`src/sdmi_pkg.sv`:
```
// package: register map, field layout, reset values and timing constants
package sdmi_pkg;
  // register offsets on the plain register port
  localparam logic [3:0] DRIVER_CONTROL_REG = 4'h0;
  localparam logic [3:0] CHOPPER_CONFIG_REG = 4'h1;
  localparam logic [3:0] CURRENT_SETTING_REG = 4'h2;
  localparam logic [3:0] STATUS_REG = 4'h3;
  // driver_control_reg fields
  localparam int DEDGE_BIT = 0;
  localparam int RES_LSB = 4;
  // chopper_config_reg fields
  localparam int INTERP_BIT = 0;
  // current_setting_reg fields
  localparam int HOLD_LSB = 0;
  localparam int RUN_LSB = 8;
  // status_reg fields
  localparam int STST_BIT = 0;
  localparam int POS_LSB = 16;
  // reset values
  localparam logic [3:0] RES_RST = 4'h4;
  localparam logic [4:0] HOLD_RST = 5'h05;
  localparam logic [4:0] RUN_RST = 5'h1F;
  // table size and microstep figures
  localparam int POS_W = 10;
  localparam int MAX_RES_SEL = 8;
  localparam logic [3:0] RES_16X = 4'h4;
  localparam int SUBSTEPS = 16;
  // longest measurable step period, 2^20 system clocks
  localparam int PERIOD_W = 20;
  localparam logic [PERIOD_W-1:0] PERIOD_MAX = 20'hFFFFF;
endpackage : sdmi_pkg

```
`src/sdmi_sync.sv`:
```
// two flip-flop synchroniser for one asynchronous pin
`timescale 1ns/1ps
module sdmi_sync (
  input wire logic CLK,
  input wire logic SYS_RST,
  input wire logic d,
  output logic q
);
  logic meta;
  // first stage is read only by the second
  always_ff @(posedge CLK) begin
    if (SYS_RST) begin
      meta <= 1'b0;
      q <= 1'b0;
    end else begin
      meta <= d;
      q <= meta;
    end
  end
endmodule : sdmi_sync

```
`src/sdmi_period.sv`:
```
// step period meter with saturation and standstill timeout
`timescale 1ns/1ps
module sdmi_period #(
  parameter int PW = sdmi_pkg::PERIOD_W
) (
  input wire logic CLK,
  input wire logic SYS_RST,
  input wire logic step_evt,
  output logic [PW-1:0] period,
  output logic timeout
);
  logic [PW-1:0] count;
  wire at_max = &count;
  // narrower meters leave nothing to split into sixteen
  if (PW < 8) begin : g_pw_check
    $error("period width too small");
  end
  // count clocks since last active edge; saturate at the cap
  always_ff @(posedge CLK) begin
    if (SYS_RST) begin
      count <= '0;
      period <= '0;
      timeout <= 1'b0;
    end else if (step_evt) begin
      period <= count;
      count <= '0;
      timeout <= 1'b0;
    end else begin
      if (!at_max) count <= count + 1'b1;
      timeout <= at_max;
    end
  end
endmodule : sdmi_period

```
`src/sdmi_top.sv`:
```
// step/dir front end with microstep counter, interpolator and standstill
//
// Functional notes
// double-edge bit set: rising and falling step edges both count
// double-edge bit clear: only rising step edges count
// step and direction pass two flip-flops before edge detection
// sine table of 1024 entries indexed by the position counter
// direction 0 adds step width, direction 1 subtracts it
// resolution 0 gives width 1, each step up doubles, 4 is 16x
// resolution change applies to later steps, counter untouched
// half and full step positions lie every 128 table entries
// controller moves to symmetric position before lowering resolution
// interpolation yields 16 microsteps of 256x per active edge
// interpolation enable bit acts only at 16x resolution
// microstep spacing is the previous step period over 16
// measured step period saturates at 2^20 system clocks
// standstill flag sets when no edge within maximum period
// standstill selects hold current instead of run current
// standstill flag clears on the next active edge
// new period adopted after one cycle; leftovers dropped on new step
// controller uses 50% duty with double edge, stable rate interpolating
// separate run and hold currents, chosen by motion state
// position counter is 10 bits and wraps both ways
// without interpolation each edge moves the full width at once
//
// The placing of the registers and the plain strobed port were decided locally.
`timescale 1ns/1ps
module sdmi_top #(
  parameter int PW = sdmi_pkg::PERIOD_W
) (
  input wire logic CLK,
  input wire logic SYS_RST,
  input wire logic STEP,
  input wire logic DIR,
  input wire logic [3:0] ADDR,
  input wire logic [31:0] WDATA,
  input wire logic WR,
  input wire logic RD,
  output logic [31:0] RDATA,
  output logic [9:0] POSITION,
  output logic [4:0] COIL_CURRENT,
  output logic STANDSTILL
);
  localparam int PS = sdmi_pkg::POS_W;

  // the 16 way split needs at least four bits above the divide
  if (PW < 8) begin : g_pw_check
    $error("step period width too small");
  end

  //////////////////////////////////////////////////////////////////////////
  // pin synchronisers
  logic step_s;
  logic dir_s;
  sdmi_sync u_step_sync (
    .CLK(CLK),
    .SYS_RST(SYS_RST),
    .d(STEP),
    .q(step_s)
  );
  sdmi_sync u_dir_sync (
    .CLK(CLK),
    .SYS_RST(SYS_RST),
    .d(DIR),
    .q(dir_s)
  );

  //////////////////////////////////////////////////////////////////////////
  // configuration registers
  logic dedge;
  logic [3:0] resolution_select;
  logic interpolate_enable;
  logic [4:0] hold_current;
  logic [4:0] run_current;
  wire wr_drv = WR && (ADDR == sdmi_pkg::DRIVER_CONTROL_REG);
  wire wr_chop = WR && (ADDR == sdmi_pkg::CHOPPER_CONFIG_REG);
  wire wr_cur = WR && (ADDR == sdmi_pkg::CURRENT_SETTING_REG);

  // writes take effect next cycle; resolution alone never touches position
  always_ff @(posedge CLK) begin
    if (SYS_RST) begin
      dedge <= 1'b0;
      resolution_select <= sdmi_pkg::RES_RST;
      interpolate_enable <= 1'b0;
      hold_current <= sdmi_pkg::HOLD_RST;
      run_current <= sdmi_pkg::RUN_RST;
    end else begin
      if (wr_drv) begin
        dedge <= WDATA[sdmi_pkg::DEDGE_BIT];
        resolution_select <= WDATA[sdmi_pkg::RES_LSB +: 4];
      end
      if (wr_chop) interpolate_enable <= WDATA[sdmi_pkg::INTERP_BIT];
      if (wr_cur) begin
        hold_current <= WDATA[sdmi_pkg::HOLD_LSB +: 5];
        run_current <= WDATA[sdmi_pkg::RUN_LSB +: 5];
      end
    end
  end

  //////////////////////////////////////////////////////////////////////////
  // active edge detection on the synchronised step level
  logic step_d;
  always_ff @(posedge CLK) begin
    if (SYS_RST) step_d <= 1'b0;
    else step_d <= step_s;
  end
  wire rise = step_s && !step_d;
  wire fall = !step_s && step_d;
  // rising always counts, falling only with double edge
  wire step_evt = rise || (dedge && fall);

  //////////////////////////////////////////////////////////////////////////
  // step width: 1 << resolution, values above 8 behave as full step
  wire [3:0] res_eff = (resolution_select > 4'h8) ? 4'h8 : resolution_select;
  wire [PS-1:0] width = PS'(1) << res_eff;
  // interpolation only when configured for 16x input
  wire interp_on = interpolate_enable
    && (resolution_select == sdmi_pkg::RES_16X);

  //////////////////////////////////////////////////////////////////////////
  // period measurement and standstill timeout
  logic [PW-1:0] period;
  logic timeout;
  sdmi_period #(
    .PW(PW)
  ) u_period (
    .CLK(CLK),
    .SYS_RST(SYS_RST),
    .step_evt(step_evt),
    .period(period),
    .timeout(timeout)
  );

  //////////////////////////////////////////////////////////////////////////
  // interpolator: spacing = previous period / 16, taken at each edge
  // the division is a plain shift, so up to 15 clocks of the period are
  // left over at the end of each burst; a pause nobody notices, traded
  // for a divider that costs nothing
  // a period under 16 clocks still gets a spacing of one clock
  logic [PW-5:0] spacing;
  logic [PW-5:0] tick;
  logic [4:0] remain;
  logic sub_dir;
  wire [PW-5:0] next_spacing = (period[PW-1:4] == '0) ? (PW-4)'(1)
    : period[PW-1:4];
  wire sub_fire = (remain != 5'h00) && (tick == '0);

  // a fresh edge restarts the burst, dropping any leftover microsteps
  always_ff @(posedge CLK) begin
    if (SYS_RST) begin
      spacing <= '0;
      tick <= '0;
      remain <= 5'h00;
      sub_dir <= 1'b0;
    end else if (step_evt && interp_on) begin
      spacing <= next_spacing;
      tick <= '0;
      remain <= 5'(sdmi_pkg::SUBSTEPS);
      sub_dir <= dir_s;
    end else if (step_evt) begin
      remain <= 5'h00;
    end else if (sub_fire) begin
      remain <= remain - 5'h01;
      tick <= spacing - 1'b1;
    end else if (tick != '0) begin
      tick <= tick - 1'b1;
    end
  end

  //////////////////////////////////////////////////////////////////////////
  // microstep position counter, modulo 1024
  logic [PS-1:0] microstep_position;
  wire direct = step_evt && !interp_on;
  wire [PS-1:0] delta = direct ? width : PS'(1);
  wire move_dir = direct ? dir_s : sub_dir;
  wire move = direct || (sub_fire && !step_evt);
  wire [PS-1:0] next_position = move_dir ? microstep_position - delta
    : microstep_position + delta;

  always_ff @(posedge CLK) begin
    if (SYS_RST) microstep_position <= '0;
    else if (move) microstep_position <= next_position;
  end

  //////////////////////////////////////////////////////////////////////////
  // standstill flag; an edge wins over a timeout in the same cycle
  // the timeout stays high while the meter sits at its cap, so the flag
  // keeps being set for as long as the motor rests
  logic standstill;
  always_ff @(posedge CLK) begin
    if (SYS_RST) standstill <= 1'b0;
    else if (step_evt) standstill <= 1'b0;
    else if (timeout) standstill <= 1'b1;
  end

  //////////////////////////////////////////////////////////////////////////
  // registered outputs and read port
  wire [31:0] rd_word =
    (ADDR == sdmi_pkg::DRIVER_CONTROL_REG) ?
      {24'h0, resolution_select, 3'h0, dedge} :
    (ADDR == sdmi_pkg::CHOPPER_CONFIG_REG) ? {31'h0, interpolate_enable} :
    (ADDR == sdmi_pkg::CURRENT_SETTING_REG) ?
      {19'h0, run_current, 3'h0, hold_current} :
    (ADDR == sdmi_pkg::STATUS_REG) ?
      {6'h0, microstep_position, 15'h0, standstill} : 32'h0;
  // hold current during standstill, run current otherwise
  wire [4:0] next_current = standstill ? hold_current : run_current;

  always_ff @(posedge CLK) begin
    if (SYS_RST) begin
      RDATA <= 32'h0;
      POSITION <= '0;
      COIL_CURRENT <= sdmi_pkg::RUN_RST;
      STANDSTILL <= 1'b0;
    end else begin
      RDATA <= RD ? rd_word : 32'h0;
      POSITION <= microstep_position; // table index for sine lookup
      COIL_CURRENT <= next_current;
      STANDSTILL <= standstill;
    end
  end

  //////////////////////////////////////////////////////////////////////////
  // checks
  dir_add_a: assert property (@(posedge CLK) disable iff (SYS_RST)
    (direct && !dir_s) |=> microstep_position == $past(microstep_position)
      + $past(width)) else $error("forward step width wrong");
  dir_sub_a: assert property (@(posedge CLK) disable iff (SYS_RST)
    (direct && dir_s) |=> microstep_position == $past(microstep_position)
      - $past(width)) else $error("reverse step width wrong");
  single_edge_a: assert property (@(posedge CLK) disable iff (SYS_RST)
    (!dedge && fall) |-> !step_evt) else $error("falling edge taken");
  double_edge_a: assert property (@(posedge CLK) disable iff (SYS_RST)
    (dedge && fall) |-> step_evt) else $error("falling edge lost");
  burst_load_a: assert property (@(posedge CLK) disable iff (SYS_RST)
    (step_evt && interp_on) |=> remain == 5'h10)
    else $error("burst not 16");
  stst_clear_a: assert property (@(posedge CLK) disable iff (SYS_RST)
    step_evt |=> ##1 !STANDSTILL) else $error("standstill kept");
  hold_sel_a: assert property (@(posedge CLK) disable iff (SYS_RST)
    standstill |=> COIL_CURRENT == $past(hold_current))
    else $error("hold current missing");
  res_keep_a: assert property (@(posedge CLK) disable iff (SYS_RST)
    (wr_drv && !move) |=> $stable(microstep_position))
    else $error("resolution write moved position");

  // synchronisers: pin levels reach the edge logic two clocks later
  step_sync_a: assert property (@(posedge CLK) disable iff (SYS_RST)
    ##2 (step_s == $past(STEP, 2)))
    else $error("step pin not synchronised");
  dir_sync_a: assert property (@(posedge CLK) disable iff (SYS_RST)
    ##2 (dir_s == $past(DIR, 2)))
    else $error("direction pin not synchronised");

  // edge selection and mode bit
  rise_taken_a: assert property (@(posedge CLK) disable iff (SYS_RST)
    rise |-> step_evt) else $error("rising edge lost");
  dedge_load_a: assert property (@(posedge CLK) disable iff (SYS_RST)
    wr_drv |=> dedge == $past(WDATA[sdmi_pkg::DEDGE_BIT]))
    else $error("double edge bit not loaded");

  // step width per resolution code
  width_256_a: assert property (@(posedge CLK) disable iff (SYS_RST)
    (resolution_select == 4'h0) |-> width == 10'h001)
    else $error("256x width wrong");
  width_16_a: assert property (@(posedge CLK) disable iff (SYS_RST)
    (resolution_select == 4'h4) |-> width == 10'h010)
    else $error("16x width wrong");
  width_full_a: assert property (@(posedge CLK) disable iff (SYS_RST)
    (resolution_select >= 4'h8) |-> width == 10'h100)
    else $error("full step width wrong");

  // the counter wraps modulo 1024 going forward
  pos_wrap_a: assert property (@(posedge CLK) disable iff (SYS_RST)
    (direct && !dir_s && microstep_position == 10'h3FF)
      |=> microstep_position == $past(width) - 10'h001)
    else $error("position did not wrap");
  pos_idle_a: assert property (@(posedge CLK) disable iff (SYS_RST)
    (!step_evt && remain == 5'h00) |=> $stable(microstep_position))
    else $error("position moved without a step");
  pos_out_a: assert property (@(posedge CLK) disable iff (SYS_RST)
    1'b1 |=> POSITION == $past(microstep_position))
    else $error("table index output lags");

  // interpolation gating and burst behaviour
  interp_gate_a: assert property (@(posedge CLK) disable iff (SYS_RST)
    (resolution_select != sdmi_pkg::RES_16X) |-> !interp_on)
    else $error("interpolation outside 16x");
  burst_wait_a: assert property (@(posedge CLK) disable iff (SYS_RST)
    (step_evt && interp_on) |=> $stable(microstep_position))
    else $error("interpolated edge moved at once");
  sub_fwd_a: assert property (@(posedge CLK) disable iff (SYS_RST)
    (sub_fire && !step_evt && !sub_dir)
      |=> microstep_position == $past(microstep_position) + 10'h001)
    else $error("forward microstep wrong");
  sub_back_a: assert property (@(posedge CLK) disable iff (SYS_RST)
    (sub_fire && !step_evt && sub_dir)
      |=> microstep_position == $past(microstep_position) - 10'h001)
    else $error("reverse microstep wrong");
  spacing_min_a: assert property (@(posedge CLK) disable iff (SYS_RST)
    (step_evt && interp_on) |=> spacing != '0)
    else $error("zero microstep spacing");
  drop_left_a: assert property (@(posedge CLK) disable iff (SYS_RST)
    (step_evt && !interp_on) |=> remain == 5'h00)
    else $error("leftover microsteps kept");

  // helper: microsteps since the last edge and clocks since the last one
  logic [4:0] burst_seen;
  logic [PW-5:0] gap_cnt;
  always_ff @(posedge CLK) begin
    if (SYS_RST || step_evt) begin
      burst_seen <= 5'h00;
      gap_cnt <= '0;
    end else if (sub_fire) begin
      burst_seen <= burst_seen + 5'h01;
      gap_cnt <= '0;
    end else begin
      gap_cnt <= gap_cnt + 1'b1;
    end
  end
  burst_count_a: assert property (@(posedge CLK) disable iff (SYS_RST)
    (sub_fire && !step_evt) |-> burst_seen < 5'h10)
    else $error("more than 16 microsteps");
  sub_gap_a: assert property (@(posedge CLK) disable iff (SYS_RST)
    (sub_fire && !step_evt && burst_seen != 5'h00)
      |-> gap_cnt == spacing - 1'b1)
    else $error("microstep spacing uneven");

  // standstill flag, its output and the current choice
  stst_set_a: assert property (@(posedge CLK) disable iff (SYS_RST)
    (timeout && !step_evt) |=> standstill)
    else $error("standstill not flagged");
  stst_out_a: assert property (@(posedge CLK) disable iff (SYS_RST)
    1'b1 |=> STANDSTILL == $past(standstill))
    else $error("standstill output lags");
  run_sel_a: assert property (@(posedge CLK) disable iff (SYS_RST)
    !standstill |=> COIL_CURRENT == $past(run_current))
    else $error("run current missing");

  // read port: data only in the cycle after the strobe
  read_idle_a: assert property (@(posedge CLK) disable iff (SYS_RST)
    !RD |=> RDATA == 32'h0) else $error("read data without strobe");
endmodule : sdmi_top

```
`config.mk`:
```
export PLATFORM = sky130hd
export DESIGN_NAME = sdmi_top
export DESIGN_NICKNAME = d
export VERILOG_FILES = /design/src/sdmi_pkg.sv /design/src/sdmi_sync.sv /design/src/sdmi_period.sv /design/src/sdmi_top.sv
export SDC_FILE = /design/constraint.sdc
export NUM_CORES = 1
export LEC_CHECK = 0
export ABC_AREA = 1
export BUFFER_PORTS_ARGS = -buffer_cell sky130_fd_sc_hd__buf_4
export CAP_MARGIN = 0
export CELL_PAD_IN_SITES_DETAIL_PLACEMENT = 1
export CELL_PAD_IN_SITES_GLOBAL_PLACEMENT = 1
export CORE_MARGIN = 5
export CORE_UTILIZATION = 38
export DETAILED_ROUTE_END_ITERATION = 10
export GPL_TIMING_DRIVEN = 0
export PLACE_DENSITY = 0.76
export REMOVE_ABC_BUFFERS = 1
export SYNTH_ARGS = -nofsm -noshare
export SYNTH_HDL_FRONTEND = slang
export SYNTH_SLANG_ARGS = --single-unit
```
`constraint.sdc`:
```
create_clock -name CLK -period 3.1 [get_ports CLK]
set_input_delay 0.62 -clock CLK [delete_from_list [all_inputs] [get_ports CLK]]
set_output_delay 0.62 -clock CLK [all_outputs]
set_load 0.01 [all_outputs]
```
# Word-level counts from Yosys, hierarchy flattened
# Index checks and enable logic that the tools add are counted.
# W data, S select, Z words.
[word_totals] reg_bits=150
[classes] magnitude_cmp=1 n_eq_ne=4 n_reduce_logical=32 n_mux=15 bitwise_logic=3 shifts=1 addsub=6
[ops] operator="$mux W16" n=3
[ops] operator="$logic_not A16 Y1" n=2
[ops] operator="$sub A16 B1 Y16 const B" n=2
[ops] operator="$add A20 B1 Y20 const B" n=1
[ops] operator="$mux W10" n=2
[ops] operator="$mux W5" n=4
[ops] operator="$reduce_and A20 Y1" n=1
[ops] operator="$mux W8" n=2
[ops] operator="$reduce_bool A16 Y1" n=1
[ops] operator="$mux W13" n=1
[ops] operator="$logic_and A1 B1 Y1" n=11
[ops] operator="$add A10 B10 Y10" n=1
[ops] operator="$shl A1 B4 Y10 const A" n=1
[ops] operator="$sub A10 B10 Y10" n=1
[ops] operator="$eq A4 B2 Y1 const B" n=2
[ops] operator="$reduce_or A2 Y1" n=3
[ops] operator="$reduce_or A6 Y1" n=1
[ops] operator="$reduce_bool A5 Y1" n=1
[ops] operator="$sub A5 B1 Y5 const B" n=1
[ops] operator="$eq A4 B1 Y1 const B" n=1
[ops] operator="$eq A4 B3 Y1 const B" n=1
[ops] operator="$gt A4 B4 Y1 const B" n=1
[ops] operator="$logic_not A1 Y1" n=4
[ops] operator="$logic_not A4 Y1" n=1
[ops] operator="other kinds (9)" n=13

# Longest topological paths before layout
# Gate-level depths: netlist of run 1.
[logic_depth] ltp_word=8 ltp_mapped=22 mapped_depth_nobuf=22

# Modules after synthesis
# A second synthesis of run 1 with hierarchy kept.
[hier_totals] cells_unflattened=969 hier_area_um2=7031.7
[by_module_without_submodules] mod="sdmi_top" cells_each=708 n_inst=1 area_each_um2=5107.4 seq_area_each_um2=2102.0
[by_module_without_submodules] mod="sdmi_period" cells_each=249 n_inst=1 area_each_um2=1814.2 seq_area_each_um2=820.8
[by_module_without_submodules] mod="sdmi_sync" cells_each=6 n_inst=2 area_each_um2=55.1 seq_area_each_um2=40.0

# Worst setup path after synthesis of run 1
# Ideal clock, no wire load.
[synth_timing] path_kind="register to register" from="reg dedge" to="reg microstep_position[8]" path_stages_with_launch=19 slack_ns=0.207 required_ns=2.982 path_buffers=0 arrival_ns=2.775 path_cell_list="dfxtp_1 nand2_1 nand2_1 nand2_1 nor2_2 inv_2 a31oi_1 ha_1 nand2_1 o21ai_0 fa_1 o21ai_0 a21oi_1 o21ai_0 nand2_1 nand2_1 nand2_1 a21oi_1 o21ai_1"
[synth_via] elab_chain_cells=6
[synth_lines] item="start, declared" line_no="sdmi_top.sv:70" source="logic dedge;"
[synth_lines] item="start signal, assigned" line_no="sdmi_top.sv:89" source="dedge <= WDATA[sdmi_pkg::DEDGE_BIT];"
[synth_lines] item="$logic_and A1 B1 Y1 (*)" line_no="sdmi_top.sv:110" source="wire step_evt = rise || (dedge && fall);"
[synth_lines] item="$logic_or A1 B1 Y1 (*)" line_no="sdmi_top.sv:110"
[synth_lines] item="$logic_and A1 B1 Y1" line_no="sdmi_top.sv:173" source="wire direct = step_evt && !interp_on;"
[synth_lines] item="$mux W10" line_no="sdmi_top.sv:174" source="wire [PS-1:0] delta = direct ? width : PS'(1);"
[synth_lines] item="$add A10 B10 Y10 / $sub A10 B10 Y10 (equally long branches)" line_no="sdmi_top.sv:178, sdmi_top.sv:177"
[synth_lines] item="$mux W10" line_no="sdmi_top.sv:177" source="wire [PS-1:0] next_position = move_dir ? microstep_position - delta"
[synth_lines] item="end signal, assigned" line_no="sdmi_top.sv:182" source="else if (move) microstep_position <= next_position;"
[synth_lines] item="end, declared" line_no="sdmi_top.sv:172" source="logic [PS-1:0] microstep_position;"
# Mark *: on every way between the ends. The rest lies on a longest branch, timed or not.
# A chain may end at the register's enable or synchronous reset.

# Worst setup path in the final report of run 1
[layout_timing] from="reg resolution_select[3]" to="reg microstep_position[8]"
[layout_via] elab_chain_cells=7
[layout_lines] item="start, declared" line_no="sdmi_top.sv:71" source="logic [3:0] resolution_select;"
[layout_lines] item="start signal, assigned" line_no="sdmi_top.sv:83" source="resolution_select <= sdmi_pkg::RES_RST;"
[layout_lines] item="start signal, assigned" line_no="sdmi_top.sv:90" source="resolution_select <= WDATA[sdmi_pkg::RES_LSB +: 4];"
[layout_lines] item="branches (longest 7 deep; another with $add A10 B10 Y10)"
# Parallel ways; which one is timed is not known.

==> results of run 1 <==
[cell type report]
class	count	area, sq um
fill	2253	9660
multi-input combinational	616	3360
sequential	146	2930
inverter	152	571
timing repair buffer	71	533
clock buffer	18	439
tap	229	287
clock inverter	14	183
[cell families after synthesis]
kind of cell,share of synthesized area
buf+inv,0.116
compound gates,0.143
flops,0.423
simple gates,0.271
fa+ha+maj,0.0282
other cells,0.000543
xor+xnor,0.0177
[cell usage in the layout, fill, tap and decap left out, types with 3 or more instances in the layout]
cell type  count
dfxtp_2        3
nand3_1       36
inv_1        145
conb_1         9
nand2_2       15
inv_2          6
nand4_2        3
o21ai_1        9
nor2_4         8
clkbuf_16     17
nor2_1       102
nor3_1        13
xnor2_1        5
nand4_1       35
a211oi_1       4
nor2_2         9
dfxtp_1      142
nor4_1         5
inv_8          4
o21ai_2        3
nand2_1      156
buf_4         71
inv_6          5
o22ai_1       12
nand2_4        4
ha_1          12
o211ai_1       8
xor2_1         9
a31oi_1        5
o21ai_0       51
a21oi_1       72
[what timing repair did]
item / in CTS / in global routing
setup endpoints to repair: 45 / 5
setup buffers: 4 / 6
gates resized for setup: 20 / 19
cloned: 1 / 0
pin swaps: 6 / 5
hold endpoints to repair: 0 / 0
hold buffers: 0 / 0
[sequential cells by signal, summed over array words and instances, names as in the netlist, 4 cells and up]
register / cells
COIL_CURRENT: 5
POSITION: 10
RDATA: 23
hold_current: 5
microstep_position: 10
remain: 5
resolution_select: 4
run_current: 5
spacing: 16
tick: 16
u_period.count: 20
u_period.period: 16
[routing by layer]
layer,GRT usage,part of all wire,vias to the layer above
li1,-,-,3173
met2,0.305,0.49,63
met3,0.0463,0.034,20
met5,0,0,-
met4,0.0491,0.013,0
met1,0.235,0.47,2937
[through the flow]
step | area, sq um | setup slack (ns)
final | 8300 | 0.164
after global routing | 8300 | -0.0517
after CTS | 8200 | 0.0101
after detailed placement | 7450 | -1.13
after global placement | 7450 | -1.06
after floorplan | 6710 | -0.221
[power by group]
group	switching (mW)	internal (mW)
Clock	0.922	1.25
Combinational	1.26	0.556
Sequential	0.0868	2.01
Total	2.27	3.82
[worst register-to-register path, stage by stage, from the launching register on]
cell	delay, ns
dfxtp_4	0.36
inv_2	0.12
nand2_4	0.08
nor3_4	0.21
nor2_4	0.06
inv_2	0.08
a31oi_4	0.05
ha_2	0.18
inv_1	0.11
nand2_1	0.08
xnor2_1	0.14
ha_1	0.35
nand2_1	0.09
o21ai_2	0.17
a21oi_1	0.10
o21ai_1	0.20
nand2_1	0.10
nand2_1	0.07
nand2_1	0.06
a21oi_1	0.13
o21ai_1	0.08
[path summary, 6_finish.rpt]
kind / start / to / slack, ns / cells after the start
max reg2reg: resolution_select[3] / microstep_position[8] / 0.16 / 20
min reg2reg: u_step_sync.meta / u_step_sync.q / 0.41 / 2
min: WDATA[2] / hold_current[2] / 0.39 / 3
max: resolution_select[3] / microstep_position[8] / 0.16 / 20
==> run_results.csv, run 1 <==
group,metric,value,unit
worst_setup_path,timing.critical_path.cells,"inv_2, nand2_4, nor3_4, nor2_4, inv_2, a31oi_4, ha_2, inv_1, nand2_1, xnor2_1, ha_1, nand2_1, o21ai_2, a21oi_1, o21ai_1, nand2_1, nand2_1, nand2_1, a21oi_1, o21ai_1",
floorplanning,i_o_pins,90,
synth,top_cell_type_s_share_of_synthesized_area,0.423,
pwr,design_power_total,6.09,mW
drt,postRouteAntennaNets,0,
floorplanning,die_area,21000,sq um
sta,layout_worst_path_cycle_share,0.947,
synth,synth_sequential_area_ratio,0.423,
cts,clk_transition_reported_paths,0.07,ns
drt,num_vias,6193,
cts,cts_htree_levels,4,
global_routing,antenna_found_initial,0,
worst_setup_path,slowest_stage,"dfxtp_4",
worst_setup_path,critPathMaxFanout,5,
synth,post-synth-top-count-cell,"nand2_1",
cts,clock_tree_from_tritoncts,"built",
sta,finalCriticalPeriod,2.94,ns
sta,transition_at_the_pin_with_the_smallest_max_transition_slack,0.993,ns
sta,finalClockSkew,0.00962,ns
sta,max_freq,0.341,GHz
synth,syn-mean-instance-area,7.33,sq um
global_routing,grt_pass1_wl,30700,microns
drt,totalWireLength,18500,microns
synth,ys.flop_type,"dfxtp_1",
sta,setup_violations,0,
flow_run,max_cap_viol_count,0,
sta,timing_hold_violations_final,0,
worst_setup_path,timing.setup.critical_path_class,"reg2reg",
drt,dr.pass1.iters,4,
finish,instances_no_fill,1246,
floorplanning,start_util,0.385,
sta,grt_setup_unrepaired,"true",
drt,post_drt_via_cell_ratio,4.97,
drt,wl_per_cell,14.9,microns
worst_setup_path,timing.critical_path.from_type,"flop",
worst_setup_path,required,3.42,ns
worst_setup_path,endpoint_kind,"flop",
drt,drt_iter0_drc,243,
cts,clock-root-buffer,"clkbuf_16",
worst_setup_path,critPathMaxStageDelay,0.36,ns
finish,drive_gt1_frac,0.169,
placement,globalplace.congestion,0.823,
floorplanning,coreArea,18000,sq um
sta,timing.hold.ws,0.394,ns
global_routing,number_of_global_route_vias_before_repair,6306,
worst_setup_path,critical-path-top-delay-family,"simple AND/OR/NAND/NOR gates",
synth,yosys_register_bits,146,
synth,post_synth_edffs,0,
placement,placedCellCount,1203,
global_routing,grt_start_max_net_pins,38,
synth,synth.yosys.warnings,0,
sta,setup_tns,0,ns
floorplanning,die_height,145,microns
finish,final_nets,1061,
run_status,run_status,"complete, no violations",
synth,synth_async_sr_flop_share,0,
pwr,power.density,734,nW/um^2
cts,numClockSinks,146,
synth,ys_top_cells_by_count,"162 x nand2_1, 146 x dfxtp_1, 146 x inv_1",
drt,drc_errors,0,
global_routing,grt_use_total,0.182,
floorplanning,die_width,145,microns
synth,synth_cells,943,
cts,numCtsBuffers,17,
synth,yosysTopAreaCell,"dfxtp_1",
global_routing,overflow,0,
finish,finalCoreUtilization,0.462,
worst_setup_path,timing.critical_path.buf_inv,3,
placement,portBuffers,61,
finish,areaGrowthSynthToFinish,20.1,%
placement,dp_hpwl,13100,microns
cts,maximum_buffer_depth_of_the_clock_tree,2,
finish,insertedDiodeCount,0,
worst_setup_path,cp_data_arrival_time,3.26,ns
sta,max_slew_vio_count,0,
worst_setup_path,critical-path-top-cell-by-count,"nand2_1",
pwr,power.leakage,3.68,nW
synth,cell_area_after_synthesis,6910,sq um
synth,netlist-cell-type-count,50,
cts,clk-insertion-delay-late,0.43,ns
sta,timing.slew.headroom,0.334,
synth,synth.top_cells.by_area,"dfxtp_1 42%, nand2_1 8.8%, inv_1 7.9%",
pwr,vdd_drop_max,0.000422,V
floorplanning,floorplan.rows,49,
min_path,worst_min_path_class,"in2reg",
Note: power is estimated with default switching activity, not from simulation.
==> inputs of run 2 (changes only) <==
REMOVE_ABC_BUFFERS = unset   (was 1)
==> run 2 against run 1 <==
Against the previous run:
- final cell count grew 2.6%
- fmax shrank 0.63%
- clock skew grew 0.0048 ns
- cell area grew 2.1%
- die area is the same
==> run_results.csv, run 2 (same netlist as run 1, synthesis figures left out) <==
group,metric,value,unit
cts,numClockSinks,146,
finish,registers.top_by_ff_count,"RDATA",
finish,instances_no_fill,1278,
global_routing,grt_use_total,0.188,
finish,fillerInstances,2266,
worst_setup_path,timing.critical_path.from_type,"flop",
global_routing,grt_start_max_net_pins,17,
cts,maximum_buffer_depth_of_the_clock_tree,2,
global_routing,antenna_found_initial,0,
pwr,power.leakage,3.78,nW
floorplanning,coreArea,18000,sq um
worst_setup_path,required,3.41,ns
global_routing,use_met2,0.327,
finish,largest_registers,"RDATA x23, u_period.count x20",
finish,drive_gt1_frac,0.181,
global_routing,overflow,0,
drt,num_vias,6305,
min_path,worst_min_path_class,"in2reg",
global_routing,grt.busiest_layer,"met2",
sta,timing_hold_violations_final,0,
worst_setup_path,cp_data_arrival_time,3.26,ns
finish,finalCoreUtilization,0.472,
pwr,design_power_total,6.15,mW
floorplanning,i_o_pins,90,
worst_setup_path,critPathMaxFanout,5,
cts,clock_tree_from_tritoncts,"built",
sta,timing.slew.headroom,0.559,
cts,clk-insertion-delay-late,0.43,ns
drt,drt_iter0_drc,228,
run_status,run_status,"complete, no violations",
worst_setup_path,endpoint_kind,"flop",
pwr,vdd_drop_max,0.000401,V
placement,portBuffers,61,
global_routing,number_of_global_route_vias_before_repair,6562,
drt,dr.pass1.iters,4,
floorplanning,floorplan.rows,49,
sta,layout_worst_path_cycle_share,0.953,
cts,cts_htree_levels,4,
finish,leading_cell_types_in_the_layout_fill_and_taps_excluded,"158 x nand2_1, 145 x inv_1, 143 x dfxtp_1, 103 x nor2_1, 78 x buf_4",
floorplanning,start_util,0.385,
sta,setup_tns,0,ns
cts,clk_transition_reported_paths,0.06,ns
drt,wl_per_cell,14.8,microns
sta,max_slew_vio_count,0,
finish,insertedDiodeCount,0,
cts,clock-root-buffer,"clkbuf_16",
pwr,power.density,726,nW/um^2
global_routing,groute.layer.met3.usage,0.0329,
drt,drc_errors,0,
sta,transition_at_the_pin_with_the_smallest_max_transition_slack,0.661,ns
sta,min_setup_slack_post_route,0.145,ns
floorplanning,die_area,21000,sq um
placement,pre_cts_ws,-0.392,ns
placement,globalplace.congestion,0.833,
sta,max_freq,0.338,GHz
flow_run,max_cap_viol_count,0,
floorplanning,die_width,145,microns
sta,setup_violations,0,
drt,postRouteAntennaNets,0,
drt,post_drt_via_cell_ratio,4.93,
sta,finalClockSkew,0.0144,ns
finish,final_nets,1094,
finish,areaGrowthSynthToFinish,22.6,%
worst_setup_path,timing.setup.critical_path_class,"reg2reg",
global_routing,global_route.usage.met1,0.237,
cts,numCtsBuffers,17,
drt,totalWireLength,18900,microns
finish,final_common_cell,"nand2_1",
global_routing,grt_pass1_wl,31500,microns
sta,finalCriticalPeriod,2.95,ns
finish,largest_register_ff_count,23,
placement,placedCellCount,1241,
floorplanning,die_height,145,microns
placement,dp_hpwl,14300,microns
==> run 2: cell count changes in the layout (fill, tap and decap cells not counted), sizes merged <==
cell      before  now
inv          160  156
clkinvlp       0    3
nand2        176  175
clkbuf        18   34
buf           71   90
clkinv         4    3
==> run 2: layout make-up <==
| type | instances | area (sq um) | share of cell area |
|---|---|---|---|
| Multi-Input combinational cell | 615 | 3340 | 0.395 |
| Timing Repair Buffer | 67 | 503 | 0.0594 |
| Clock inverter | 12 | 146 | 0.0173 |
| Sequential cell | 146 | 2930 | 0.346 |
| Inverter | 152 | 571 | 0.0674 |
| Clock buffer | 19 | 453 | 0.0535 |
| Tap cell | 229 | 287 | 0.0338 |
| Buffer | 38 | 238 | 0.0281 |
==> run 2: worst paths after layout <==
kind	slack (ns)	cells after the start	startpoint	endpoint
hold / removal	0.39	3	WDATA[2]	hold_current[2]
setup reg to reg	0.15	20	resolution_select[3]	microstep_position[8]
hold reg to reg	0.41	2	u_step_sync.meta	u_step_sync.q
setup / recovery	0.15	20	resolution_select[3]	microstep_position[8]
==> run 2: critical path, cell delays in order, from the launching register on <==
cell and delay, ns:
dfxtp_4 0.36, inv_2 0.13, nand2_4 0.08, nor3_4 0.23, nor2_4 0.08, inv_2 0.09, a31oi_4 0.04, ha_2 0.19
inv_1 0.08, nand2_1 0.08, xnor2_1 0.16, ha_1 0.35, nand2_1 0.09, o21ai_2 0.17, a21oi_1 0.10, o21ai_1 0.17
nand2_1 0.09, nand2_1 0.07, nand2_1 0.06, a21oi_1 0.13, o21ai_1 0.08
==> run 2: layer usage <==
layer	share of wire	vias up
met5	0	-
li1	-	3230
met3	0.023	21
met4	0.013	0
met1	0.46	2969
met2	0.50	85
==> run 2: what timing repair did <==
action	4_1_cts	5_1_grt
setup buffers	1	5
endpoints found under the setup margin	5	4
gates resized for setup	14	26
hold buffers	0	0
pin swaps	2	12
==> run 2: power breakdown <==
| group | internal [mW] | leakage (nW) | total [mW] | switching [mW] |
|---|---|---|---|---|
| sequential | 2.01 | 1.19 | 2.10 | 0.0888 |
| clock | 1.24 | 0.285 | 2.09 | 0.853 |
| combinational | 0.663 | 2.31 | 1.95 | 1.29 |
==> run 2: through the flow <==
step                      hold slack [ns]  instance area [sq um]
final                               0.393                   8470
after global routing                0.397                   8470
after CTS                           0.382                   8330
after detailed placement            0.411                   7690
after global placement              0.403                   7690
after floorplan                     0.388                   6940
